--- config.mk ---
export PLATFORM = sky130hd
export DESIGN_NAME = wdw_window_watchdog
export DESIGN_NICKNAME = d
export VERILOG_FILES = /design/src/hdl/wdw_pkg.sv /design/src/hdl/wdw_window_watchdog.sv
export SDC_FILE = /design/constraint.sdc
export NUM_CORES = 1
export LEC_CHECK = 0
export ABC_CLOCK_PERIOD_IN_PS = 5900
export BUFFER_PORTS_ARGS = -buffer_cell sky130_fd_sc_hd__buf_2
export CAP_MARGIN = 20
export CORE_UTILIZATION = 40
export DETAILED_ROUTE_END_ITERATION = 10
export GPL_ROUTABILITY_DRIVEN = 0
export SYNTH_ARGS = -nofsm -noshare
export SYNTH_HDL_FRONTEND = slang
export SYNTH_SLANG_ARGS = --single-unit
--- constraint.sdc ---
create_clock -name clk_sys -period 5.9 [get_ports clk_sys]
set_input_delay 0.59 -clock clk_sys [delete_from_list [all_inputs] [get_ports clk_sys]]
set_output_delay 0.59 -clock clk_sys [all_outputs]
set_load 0.05 [all_outputs]
--- src/hdl/wdw_pkg.sv ---
package wdw_pkg;

    // Register byte offsets
    localparam logic [11:0] OFF_RELOAD_KEY     = 12'h000;
    localparam logic [11:0] OFF_WINDOW_CONTROL = 12'h004;
    localparam logic [11:0] OFF_WINDOW_FLAGS   = 12'h008;
    localparam logic [11:0] OFF_COUNT_VALUE    = 12'h00C;
    localparam logic [11:0] OFF_IRQ_ENABLE     = 12'h010;
    localparam logic [11:0] OFF_IRQ_CLEAR      = 12'h014;

    // Control field positions
    localparam int CTL_RUN_EN_BIT     = 0;
    localparam int CTL_IRQ_EN_BIT     = 1;
    localparam int CTL_PSC_LSB        = 8;
    localparam int CTL_PSC_MSB        = 11;
    localparam int CTL_CMP_LSB        = 16;
    localparam int CTL_CMP_MSB        = 21;
    localparam int CTL_DBG_DIS_BIT    = 31;

    // Flag positions
    localparam int FLAG_MATCH_BIT     = 0;
    localparam int FLAG_TIMEOUT_BIT   = 1;

    // Values after reset
    localparam logic [31:0] RST_WINDOW_CONTROL = 32'h003F0800;
    localparam logic [5:0]  RST_CMP            = 6'h3F;
    localparam logic [3:0]  RST_PSC            = 4'h8;
    localparam logic [1:0]  RST_IRQ_ENABLE     = 2'h3;

    // Counter and key
    localparam logic [31:0] RELOAD_KEY_VALUE   = 32'h00005AA5;
    localparam logic [5:0]  CNT_FULL           = 6'h3F;
    localparam logic [5:0]  CNT_ZERO           = 6'h00;

    // Clocking
    localparam int          CLK_SYS_HZ         = 250_000_000;
    localparam int          LOW_SPEED_OSC_HZ   = 38_400;
    localparam int          SYS_TICK_DIV       = 2048;
    localparam logic [10:0] SYS_TICK_LAST      = 11'(SYS_TICK_DIV - 1);
    localparam logic [1:0]  RELOAD_SYNC_TICKS  = 2'h3;

    // Run state, Gray coded
    typedef enum logic [1:0] {
        ST_IDLE    = 2'b00,
        ST_RUN     = 2'b01,
        ST_TRIPPED = 2'b11
    } wdw_state_e;

endpackage : wdw_pkg

--- src/hdl/wdw_window_watchdog.sv ---
// Contract
// - Setting the run enable starts the 6-bit counter at 0x3F and decrements it on each prescaled tick.
// - Only the first write to the control register after reset takes effect.
// - The tick comes from the system clock divided by 2048 or the low-speed oscillator, then a prescaler.
// - Prescale codes 0 to 15 divide by 1,2,4,8,16,32,64,128,192,256,384,512,768,1024,1536,2048.
// - The counter pauses while the CPU is idle or powered down and resumes afterwards.
// - The match flag in bit 0 sets when the counter equals a compare value other than 0x3F or 0x0 while counting.
// - The match interrupt is raised while the match flag is set and the interrupt enable is 1.
// - A reload key written while the counter is above the compare value resets the system at once.
// - A reload key written while the counter is at or below the compare value reloads 0x3F.
// - Reaching zero without a reload resets the system and sets the time-out flag.
// - A reload takes effect three watchdog clock ticks after the key write.
// - Compare values 0x3F and 0x0 never raise the match interrupt.
// - With the debug hold disable at 0 the counter freezes during a debug halt, else it keeps running.
// - A flag clears only when software writes 1 to its bit.
// - The count value register shows the live counter in bits 5 to 0.
//
// The implementer's own choice: the APB register port.
`timescale 1ns/1ps
module wdw_window_watchdog (
    // Clock and reset
    input  wire logic        clk_sys,
    input  wire logic        resetn,
    // APB slave
    input  wire logic [11:0] paddr,
    input  wire logic        psel,
    input  wire logic        penable,
    input  wire logic        pwrite,
    input  wire logic [31:0] pwdata,
    output logic      [31:0] prdata,
    output logic             pready,
    output logic             pslverr,
    // Clock source
    input  wire logic        lowSpeedOsc,
    input  wire logic        tickSrcSelect,
    // CPU state
    input  wire logic        cpuSleep,
    input  wire logic        debugHalt,
    // Outputs to system
    output logic             matchIrq,
    output logic             irq,
    output logic             sysResetReq
);

    logic [5:0]  downCountValue_q;
    logic [5:0]  windowCompareValue_q;
    logic [3:0]  prescaleSelect_q;
    logic        watchdogRunEnable_q;
    logic        matchIrqEnable_q;
    logic        debugHoldDisable_q;
    logic        ctlLocked_q;
    logic        compareMatchFlag_q;
    logic        timeoutResetFlag_q;
    logic [1:0]  irqEnable_q;
    logic        sysResetReq_q;
    logic [31:0] prdata_q;
    logic        pslverr_q;
    wdw_pkg::wdw_state_e state_q;

    logic [10:0] sysDiv_q;
    logic [2:0]  oscSync_q;
    logic        oscLevel_q;
    logic [10:0] presc_q;
    logic        reloadPending_q;
    logic [1:0]  reloadSync_q;

    // Prescale code to division value
    function automatic logic [11:0] psc_divide(input logic [3:0] code);
        case (code)
            4'h0:    psc_divide = 12'h001;
            4'h1:    psc_divide = 12'h002;
            4'h2:    psc_divide = 12'h004;
            4'h3:    psc_divide = 12'h008;
            4'h4:    psc_divide = 12'h010;
            4'h5:    psc_divide = 12'h020;
            4'h6:    psc_divide = 12'h040;
            4'h7:    psc_divide = 12'h080;
            4'h8:    psc_divide = 12'h0C0;
            4'h9:    psc_divide = 12'h100;
            4'hA:    psc_divide = 12'h180;
            4'hB:    psc_divide = 12'h200;
            4'hC:    psc_divide = 12'h300;
            4'hD:    psc_divide = 12'h400;
            4'hE:    psc_divide = 12'h600;
            default: psc_divide = 12'h800;
        endcase
    endfunction : psc_divide

    // Bus decode
    logic        setupPh;
    logic        wrAccess;
    logic        addrMapped;
    logic        keyWrite;
    logic        keyValid;
    logic        ctlWrite;
    logic        flagsWrite;
    logic        clrWrite;
    logic        ienWrite;

    assign setupPh    = psel & ~penable;
    assign wrAccess   = psel & penable & pwrite;
    assign addrMapped = (paddr == wdw_pkg::OFF_RELOAD_KEY)     |
                        (paddr == wdw_pkg::OFF_WINDOW_CONTROL) |
                        (paddr == wdw_pkg::OFF_WINDOW_FLAGS)   |
                        (paddr == wdw_pkg::OFF_COUNT_VALUE)    |
                        (paddr == wdw_pkg::OFF_IRQ_ENABLE)     |
                        (paddr == wdw_pkg::OFF_IRQ_CLEAR);
    assign keyWrite   = wrAccess & (paddr == wdw_pkg::OFF_RELOAD_KEY);
    assign keyValid   = keyWrite & (pwdata == wdw_pkg::RELOAD_KEY_VALUE);
    assign ctlWrite   = wrAccess & (paddr == wdw_pkg::OFF_WINDOW_CONTROL);
    assign flagsWrite = wrAccess & (paddr == wdw_pkg::OFF_WINDOW_FLAGS);
    assign clrWrite   = wrAccess & (paddr == wdw_pkg::OFF_IRQ_CLEAR);
    assign ienWrite   = wrAccess & (paddr == wdw_pkg::OFF_IRQ_ENABLE);

    // Tick sources
    logic sysTick;
    logic oscTick;
    logic wdTick;
    logic countOn;
    logic countTick;
    logic [11:0] divValue;
    logic [5:0]  cntNext;

    assign sysTick = (sysDiv_q == wdw_pkg::SYS_TICK_LAST);
    assign oscTick = (oscSync_q[2] == oscSync_q[1]) & oscSync_q[1] & ~oscLevel_q;
    assign wdTick  = tickSrcSelect ? oscTick : sysTick;

    assign countOn = (state_q == wdw_pkg::ST_RUN) & ~cpuSleep
                   & ~(debugHalt & ~debugHoldDisable_q);
    assign divValue  = psc_divide(prescaleSelect_q);
    assign countTick = countOn & wdTick & ({1'b0, presc_q} == divValue - 12'h001);
    assign cntNext   = downCountValue_q - 6'h01;

    logic reloadNow;
    logic hitZero;
    logic hitMatch;
    logic earlyKey;

    assign reloadNow = reloadPending_q & wdTick & (reloadSync_q == wdw_pkg::RELOAD_SYNC_TICKS - 2'h1);
    assign hitZero   = countTick & (cntNext == wdw_pkg::CNT_ZERO);
    assign hitMatch  = countTick & (cntNext == windowCompareValue_q)
                     & (windowCompareValue_q != wdw_pkg::CNT_FULL)
                     & (windowCompareValue_q != wdw_pkg::CNT_ZERO);
    assign earlyKey  = keyValid & (state_q == wdw_pkg::ST_RUN)
                     & (downCountValue_q > windowCompareValue_q);

    always_ff @(posedge clk_sys) begin
        if (!resetn) begin
            sysDiv_q <= 11'h000;
        end else begin
            sysDiv_q <= sysDiv_q + 11'h001;
        end
    end

    // Low-speed oscillator arrives from its own domain
    always_ff @(posedge clk_sys) begin
        if (!resetn) begin
            oscSync_q  <= 3'h0;
            oscLevel_q <= 1'b0;
        end else begin
            oscSync_q <= {oscSync_q[1:0], lowSpeedOsc};
            if (oscSync_q[2] == oscSync_q[1]) begin
                oscLevel_q <= oscSync_q[1];
            end
        end
    end

    // Control register, written once
    always_ff @(posedge clk_sys) begin
        if (!resetn) begin
            ctlLocked_q          <= 1'b0;
            watchdogRunEnable_q  <= 1'b0;
            matchIrqEnable_q     <= 1'b0;
            prescaleSelect_q     <= wdw_pkg::RST_PSC;
            windowCompareValue_q <= wdw_pkg::RST_CMP;
            debugHoldDisable_q   <= 1'b0;
        end else if (ctlWrite && !ctlLocked_q) begin
            ctlLocked_q          <= 1'b1;
            watchdogRunEnable_q  <= pwdata[wdw_pkg::CTL_RUN_EN_BIT];
            matchIrqEnable_q     <= pwdata[wdw_pkg::CTL_IRQ_EN_BIT];
            prescaleSelect_q     <= pwdata[wdw_pkg::CTL_PSC_MSB:wdw_pkg::CTL_PSC_LSB];
            windowCompareValue_q <= pwdata[wdw_pkg::CTL_CMP_MSB:wdw_pkg::CTL_CMP_LSB];
            debugHoldDisable_q   <= pwdata[wdw_pkg::CTL_DBG_DIS_BIT];
        end
    end

    // Run state
    always_ff @(posedge clk_sys) begin
        if (!resetn) begin
            state_q <= wdw_pkg::ST_IDLE;
        end else begin
            case (state_q)
                wdw_pkg::ST_IDLE: begin
                    if (watchdogRunEnable_q) begin
                        state_q <= wdw_pkg::ST_RUN;
                    end
                end
                wdw_pkg::ST_RUN: begin
                    if (hitZero || earlyKey) begin
                        state_q <= wdw_pkg::ST_TRIPPED;
                    end
                end
                wdw_pkg::ST_TRIPPED: begin
                    state_q <= wdw_pkg::ST_TRIPPED;
                end
                default: begin
                    state_q <= wdw_pkg::ST_IDLE;
                end
            endcase
        end
    end

    // Prescaler restarts with every reload so the next period is full
    always_ff @(posedge clk_sys) begin
        if (!resetn) begin
            presc_q <= 11'h000;
        end else if (reloadNow || state_q != wdw_pkg::ST_RUN) begin
            presc_q <= 11'h000;
        end else if (countTick) begin
            presc_q <= 11'h000;
        end else if (countOn && wdTick) begin
            presc_q <= presc_q + 11'h001;
        end
    end

    // Down counter; a zero on the same tick as the reload wins
    always_ff @(posedge clk_sys) begin
        if (!resetn) begin
            downCountValue_q <= wdw_pkg::CNT_FULL;
        end else if (state_q == wdw_pkg::ST_RUN) begin
            if (reloadNow && !hitZero) begin
                downCountValue_q <= wdw_pkg::CNT_FULL;
            end else if (countTick) begin
                downCountValue_q <= cntNext;
            end
        end
    end

    // Reload command crosses into the watchdog tick domain
    always_ff @(posedge clk_sys) begin
        if (!resetn) begin
            reloadPending_q <= 1'b0;
            reloadSync_q    <= 2'h0;
        end else if (reloadNow || state_q != wdw_pkg::ST_RUN) begin
            reloadPending_q <= 1'b0;
            reloadSync_q    <= 2'h0;
        end else if (reloadPending_q) begin
            if (wdTick) begin
                reloadSync_q <= reloadSync_q + 2'h1;
            end
        end else if (keyValid && !earlyKey) begin
            reloadPending_q <= 1'b1;
            reloadSync_q    <= 2'h0;
        end
    end

    // Flags: hardware set wins over a software clear
    always_ff @(posedge clk_sys) begin
        if (!resetn) begin
            compareMatchFlag_q <= 1'b0;
            timeoutResetFlag_q <= 1'b0;
        end else begin
            if (hitMatch) begin
                compareMatchFlag_q <= 1'b1;
            end else if ((flagsWrite || clrWrite) && pwdata[wdw_pkg::FLAG_MATCH_BIT]) begin
                compareMatchFlag_q <= 1'b0;
            end
            if (hitZero) begin
                timeoutResetFlag_q <= 1'b1;
            end else if ((flagsWrite || clrWrite) && pwdata[wdw_pkg::FLAG_TIMEOUT_BIT]) begin
                timeoutResetFlag_q <= 1'b0;
            end
        end
    end

    // System reset request holds until the chip reset arrives
    always_ff @(posedge clk_sys) begin
        if (!resetn) begin
            sysResetReq_q <= 1'b0;
        end else if (hitZero || earlyKey) begin
            sysResetReq_q <= 1'b1;
        end
    end

    always_ff @(posedge clk_sys) begin
        if (!resetn) begin
            irqEnable_q <= wdw_pkg::RST_IRQ_ENABLE;
        end else if (ienWrite) begin
            irqEnable_q <= pwdata[1:0];
        end
    end

    // Read data captured in the setup phase
    always_ff @(posedge clk_sys) begin
        if (!resetn) begin
            prdata_q  <= 32'h00000000;
            pslverr_q <= 1'b0;
        end else if (setupPh) begin
            pslverr_q <= ~addrMapped;
            prdata_q  <= 32'h00000000;
            if (!pwrite) begin
                case (paddr)
                    wdw_pkg::OFF_WINDOW_CONTROL: begin
                        prdata_q <= {debugHoldDisable_q, 9'h000, windowCompareValue_q,
                                     4'h0, prescaleSelect_q, 6'h00,
                                     matchIrqEnable_q, watchdogRunEnable_q};
                    end
                    wdw_pkg::OFF_WINDOW_FLAGS: begin
                        prdata_q <= {30'h00000000, timeoutResetFlag_q, compareMatchFlag_q};
                    end
                    wdw_pkg::OFF_COUNT_VALUE: begin
                        prdata_q <= {26'h0000000, downCountValue_q};
                    end
                    wdw_pkg::OFF_IRQ_ENABLE: begin
                        prdata_q <= {30'h00000000, irqEnable_q};
                    end
                    default: begin
                        prdata_q <= 32'h00000000;
                    end
                endcase
            end
        end
    end

    assign prdata      = prdata_q;
    assign pready      = 1'b1;
    assign pslverr     = pslverr_q & psel & penable;
    assign matchIrq    = compareMatchFlag_q & matchIrqEnable_q;
    assign irq         = (compareMatchFlag_q & matchIrqEnable_q & irqEnable_q[0])
                       | (timeoutResetFlag_q & irqEnable_q[1]);
    assign sysResetReq = sysResetReq_q;

endmodule : wdw_window_watchdog

==> reports/summary.txt <==
via count = 3,755
mapped cell area = 0.00467 sq mm
Setup crit start = paddr[9]
global-route wire length before repair = 17.4 mm
CTS tree = done
Filler cells = 1,142
Slew Limit Fails = 0
EDFF count, synth = 0
vias in the first global route = 3,674
WHS Path Cells = 1
Max Clock Skew = 0.00371 ns
Synth Area in Adders = 4.56%
reg2reg end = downCountValue_q[3]
Critical Path Most Common Cell = mux2i_1
Max Cap Viol = 0
PwrDens = 232 mW/mm^2
peak supply drop = 117 uV
Max-slew headroom = 41.0%
Synth top area share = 36.9%
cell taking the most area after synthesis = dfxtp_1
worst-path maximum fanout = 16
setup repair bufs after CTS = 0
total leakage power = 2.25 nW
Core Area = 0.0114 sq mm
detailed-route wire length = 10.4 mm
Fmax = 339 MHz
YS warnings = 0
worst skew pair latency = 0.34 ns
measured slew at the worst slew-check pin = 0.877 ns
post-synthesis xor/xnor area fraction = 7.88%
Total Nets Final = 649
top_reg_cell synth = dfxtp_1
total grt overflow = 0
status = complete, no violations
Reg2Reg Depth = 9
crit-path cells = buf_2, nor4_1, nand4_1, or3_1, mux2i_1, nor2b_1, inv_1, ha_1, mux2i_1, nor2_1
FFs w/ async S/R, synth = 0%
gr usage total = 18.8%
Buf/Inv on CP = 2
Initial Utilization = 40.9%
chip height = 110 um
initial drt markers = 103
Row Count = 39
area grow syn2layout = 15.1%
Crit. End Element = flop
I/O Pins = 90
die area = 0.0121 sq mm
clk sink count = 86
Pre-antenna DRT Iters = 4
simple-gate share of the synthesized area = 26.8%
Hold WS = 0.434 ns
cell count after synthesis = 515
Tcrit/Tclk final = 50.0%
H-tree depth = 3
initial antenna violation count = 0
DRC = 0
CTS Buf Count = 9
die width = 110 um
Area contributors post-synth = dfxtp_1 (37%), xnor2_1 (5.8%), nor2b_1 (5.0%)
R2R setup slack = 3.07 ns
worst setup path category = in -> reg
drt wl/cell = 14.3 um
CTS Hold Bufs = 0
Longest Clk Path Bufs = 2
mux cell area share after synthesis = 4.15%
CP max stage cell = or3_1
antenna-violating nets left = 0
Hold Path Class = reg -> reg
reg2reg start = divValue[0]
CTS root buf = clkbuf_16
main combinational cell family by area after synthesis = simple AND/OR/NAND/NOR gates
commonest non-fill, non-tap cell in the layout = dfxtp_1
crit path launch type = input port
Avg Synthesized Cell Area = 9.06 sq um
hold path start = oscSync_q[0]
max incr delay on CP = 0.72 ns
final setup fails = 0
I/O Buffers = 73
fraction of final layout cells with drive strength greater than 1 = 18.5%
hpwl dp = 7.85 mm
Post-Route Setup TNS = 0 ns
Worst Hold End = oscSync_q[1]
Ant. Diodes = 0
post-synthesis sequential area ratio = 36.9%
CTS resizes = 0
Worst EP arrival = 3.17 ns
Worst Path Required = 6.12 ns
RSZ-0062 raised after global routing = false
post-synthesis compound-gate area fraction = 13.0%
Final Hold Viols = 0
largest net degree at the start of global routing = 68
minimum clock period = 2.95 ns
Via density = 5.17
clock slew at the register clock pins of the worst setup and hold paths = 0.06 ns
Crit path max-delay family = simple AND/OR/NAND/NOR gates
synth unique cells = 63
register bit total from synthesis = 86
most frequent cells in the layout = dfxtp_1 (86), buf_2 (73), nor2b_1 (37)
[logic make-up after synthesis]
logic type | Yosys count
mux | 19
buf+inv | 61
simple gates | 209
compound gates | 79
flops | 86
xor+xnor | 42
other cells | 2
fa+ha+maj | 17
[sequential cells by signal, indices dropped and copies added (netlist names), 3 cells and up]
| register | cells |
|---|---|
| windowCompareValue_q | 6 |
| presc_q | 11 |
| downCountValue_q | 6 |
| sysDiv_q | 11 |
| divValue | 12 |
| prdata | 17 |
| prescaleSelect_q | 4 |
| oscSync_q | 3 |
[worst max path at each step]
| stage | to | slack, ns | depth (start not counted) |
|---|---|---|---|
| 2_1_floorplan | divValue[8] | 3.22 | 10 |
| 3_3_place_gp | divValue[8] | 2.67 | 8 |
| 3_5_place_dp | divValue[8] | 2.56 | 8 |
| 4_1_cts | divValue[8] | 2.92 | 8 |
| 5_1_grt | divValue[3] | 2.70 | 8 |
| 6_report | divValue[8] | 2.95 | 10 |
[metrics by stage]
| step | instances | area, sq um | total power (W) | setup slack [ns] | utilization, % |
|---|---|---|---|---|---|
| after detailed placement | 711 | 5060 | 0.000677 | 2.56 | 44.3 |
| after global placement | 711 | 5060 | 0.000676 | 2.67 | 44.3 |
| after CTS | 727 | 5370 | 0.00126 | 2.92 | 47.1 |
| final | 727 | 5370 | 0.00125 | 2.95 | 47.1 |
| after global routing | 727 | 5370 | 0.00129 | 2.70 | 47.1 |
| after floorplan | 529 | 4720 | 0.000657 | 3.22 | - |
[power breakdown]
group	switching (W)	internal, W	leakage, nW
Sequential	0.00000341	0.000584	0.695
Combinational	0.0000484	0.0000272	1.41
Clock	0.000242	0.000342	0.147
[final cells by class]
cell class                 count  area [sq um]  area share [%]
timing repair buffer          74           373            6.94
clock buffer                  10           239            4.45
inverter                      26          97.6            1.82
clock inverter                 6          70.1            1.30
multi-input combinational    382          2690            50.1
tap                          143           179            3.33
sequential                    86          1720            32.0
[cells in the mapped netlist (3+ instances only)]
library cell / instances
dfxtp_1: 86
nor2b_1: 37
nor2_1: 32
xnor2_1: 31
nand2_1: 27
inv_1: 26
and2_1: 19
a22oi_1: 17
ha_1: 17
buf_4: 16
mux2i_1: 16
nand3_1: 16
o21ai_0: 15
nor4_1: 14
clkbuf_1: 12
nand4_1: 11
xor2_1: 11
and3_1: 10
a21oi_1: 8
nor3_1: 7
nor4b_1: 7
a22o_1: 5
nand2b_1: 4
a21boi_0: 3
a21o_1: 3
a31oi_1: 3
buf_1: 3
mux2_2: 3
o21a_1: 3
o31ai_1: 3
or3_1: 3
[routing by layer]
layer / up-vias / GRT usage, % / part of all wire [%]
li1: 1921 / - / -
met1: 1742 / 22.8 / 45
met2: 81 / 32.7 / 49
met3: 11 / 3.59 / 4.3
met4: 0 / 7.52 / 1.2
met5: - / 0 / 0
Note: power is estimated with default switching activity, not from simulation.
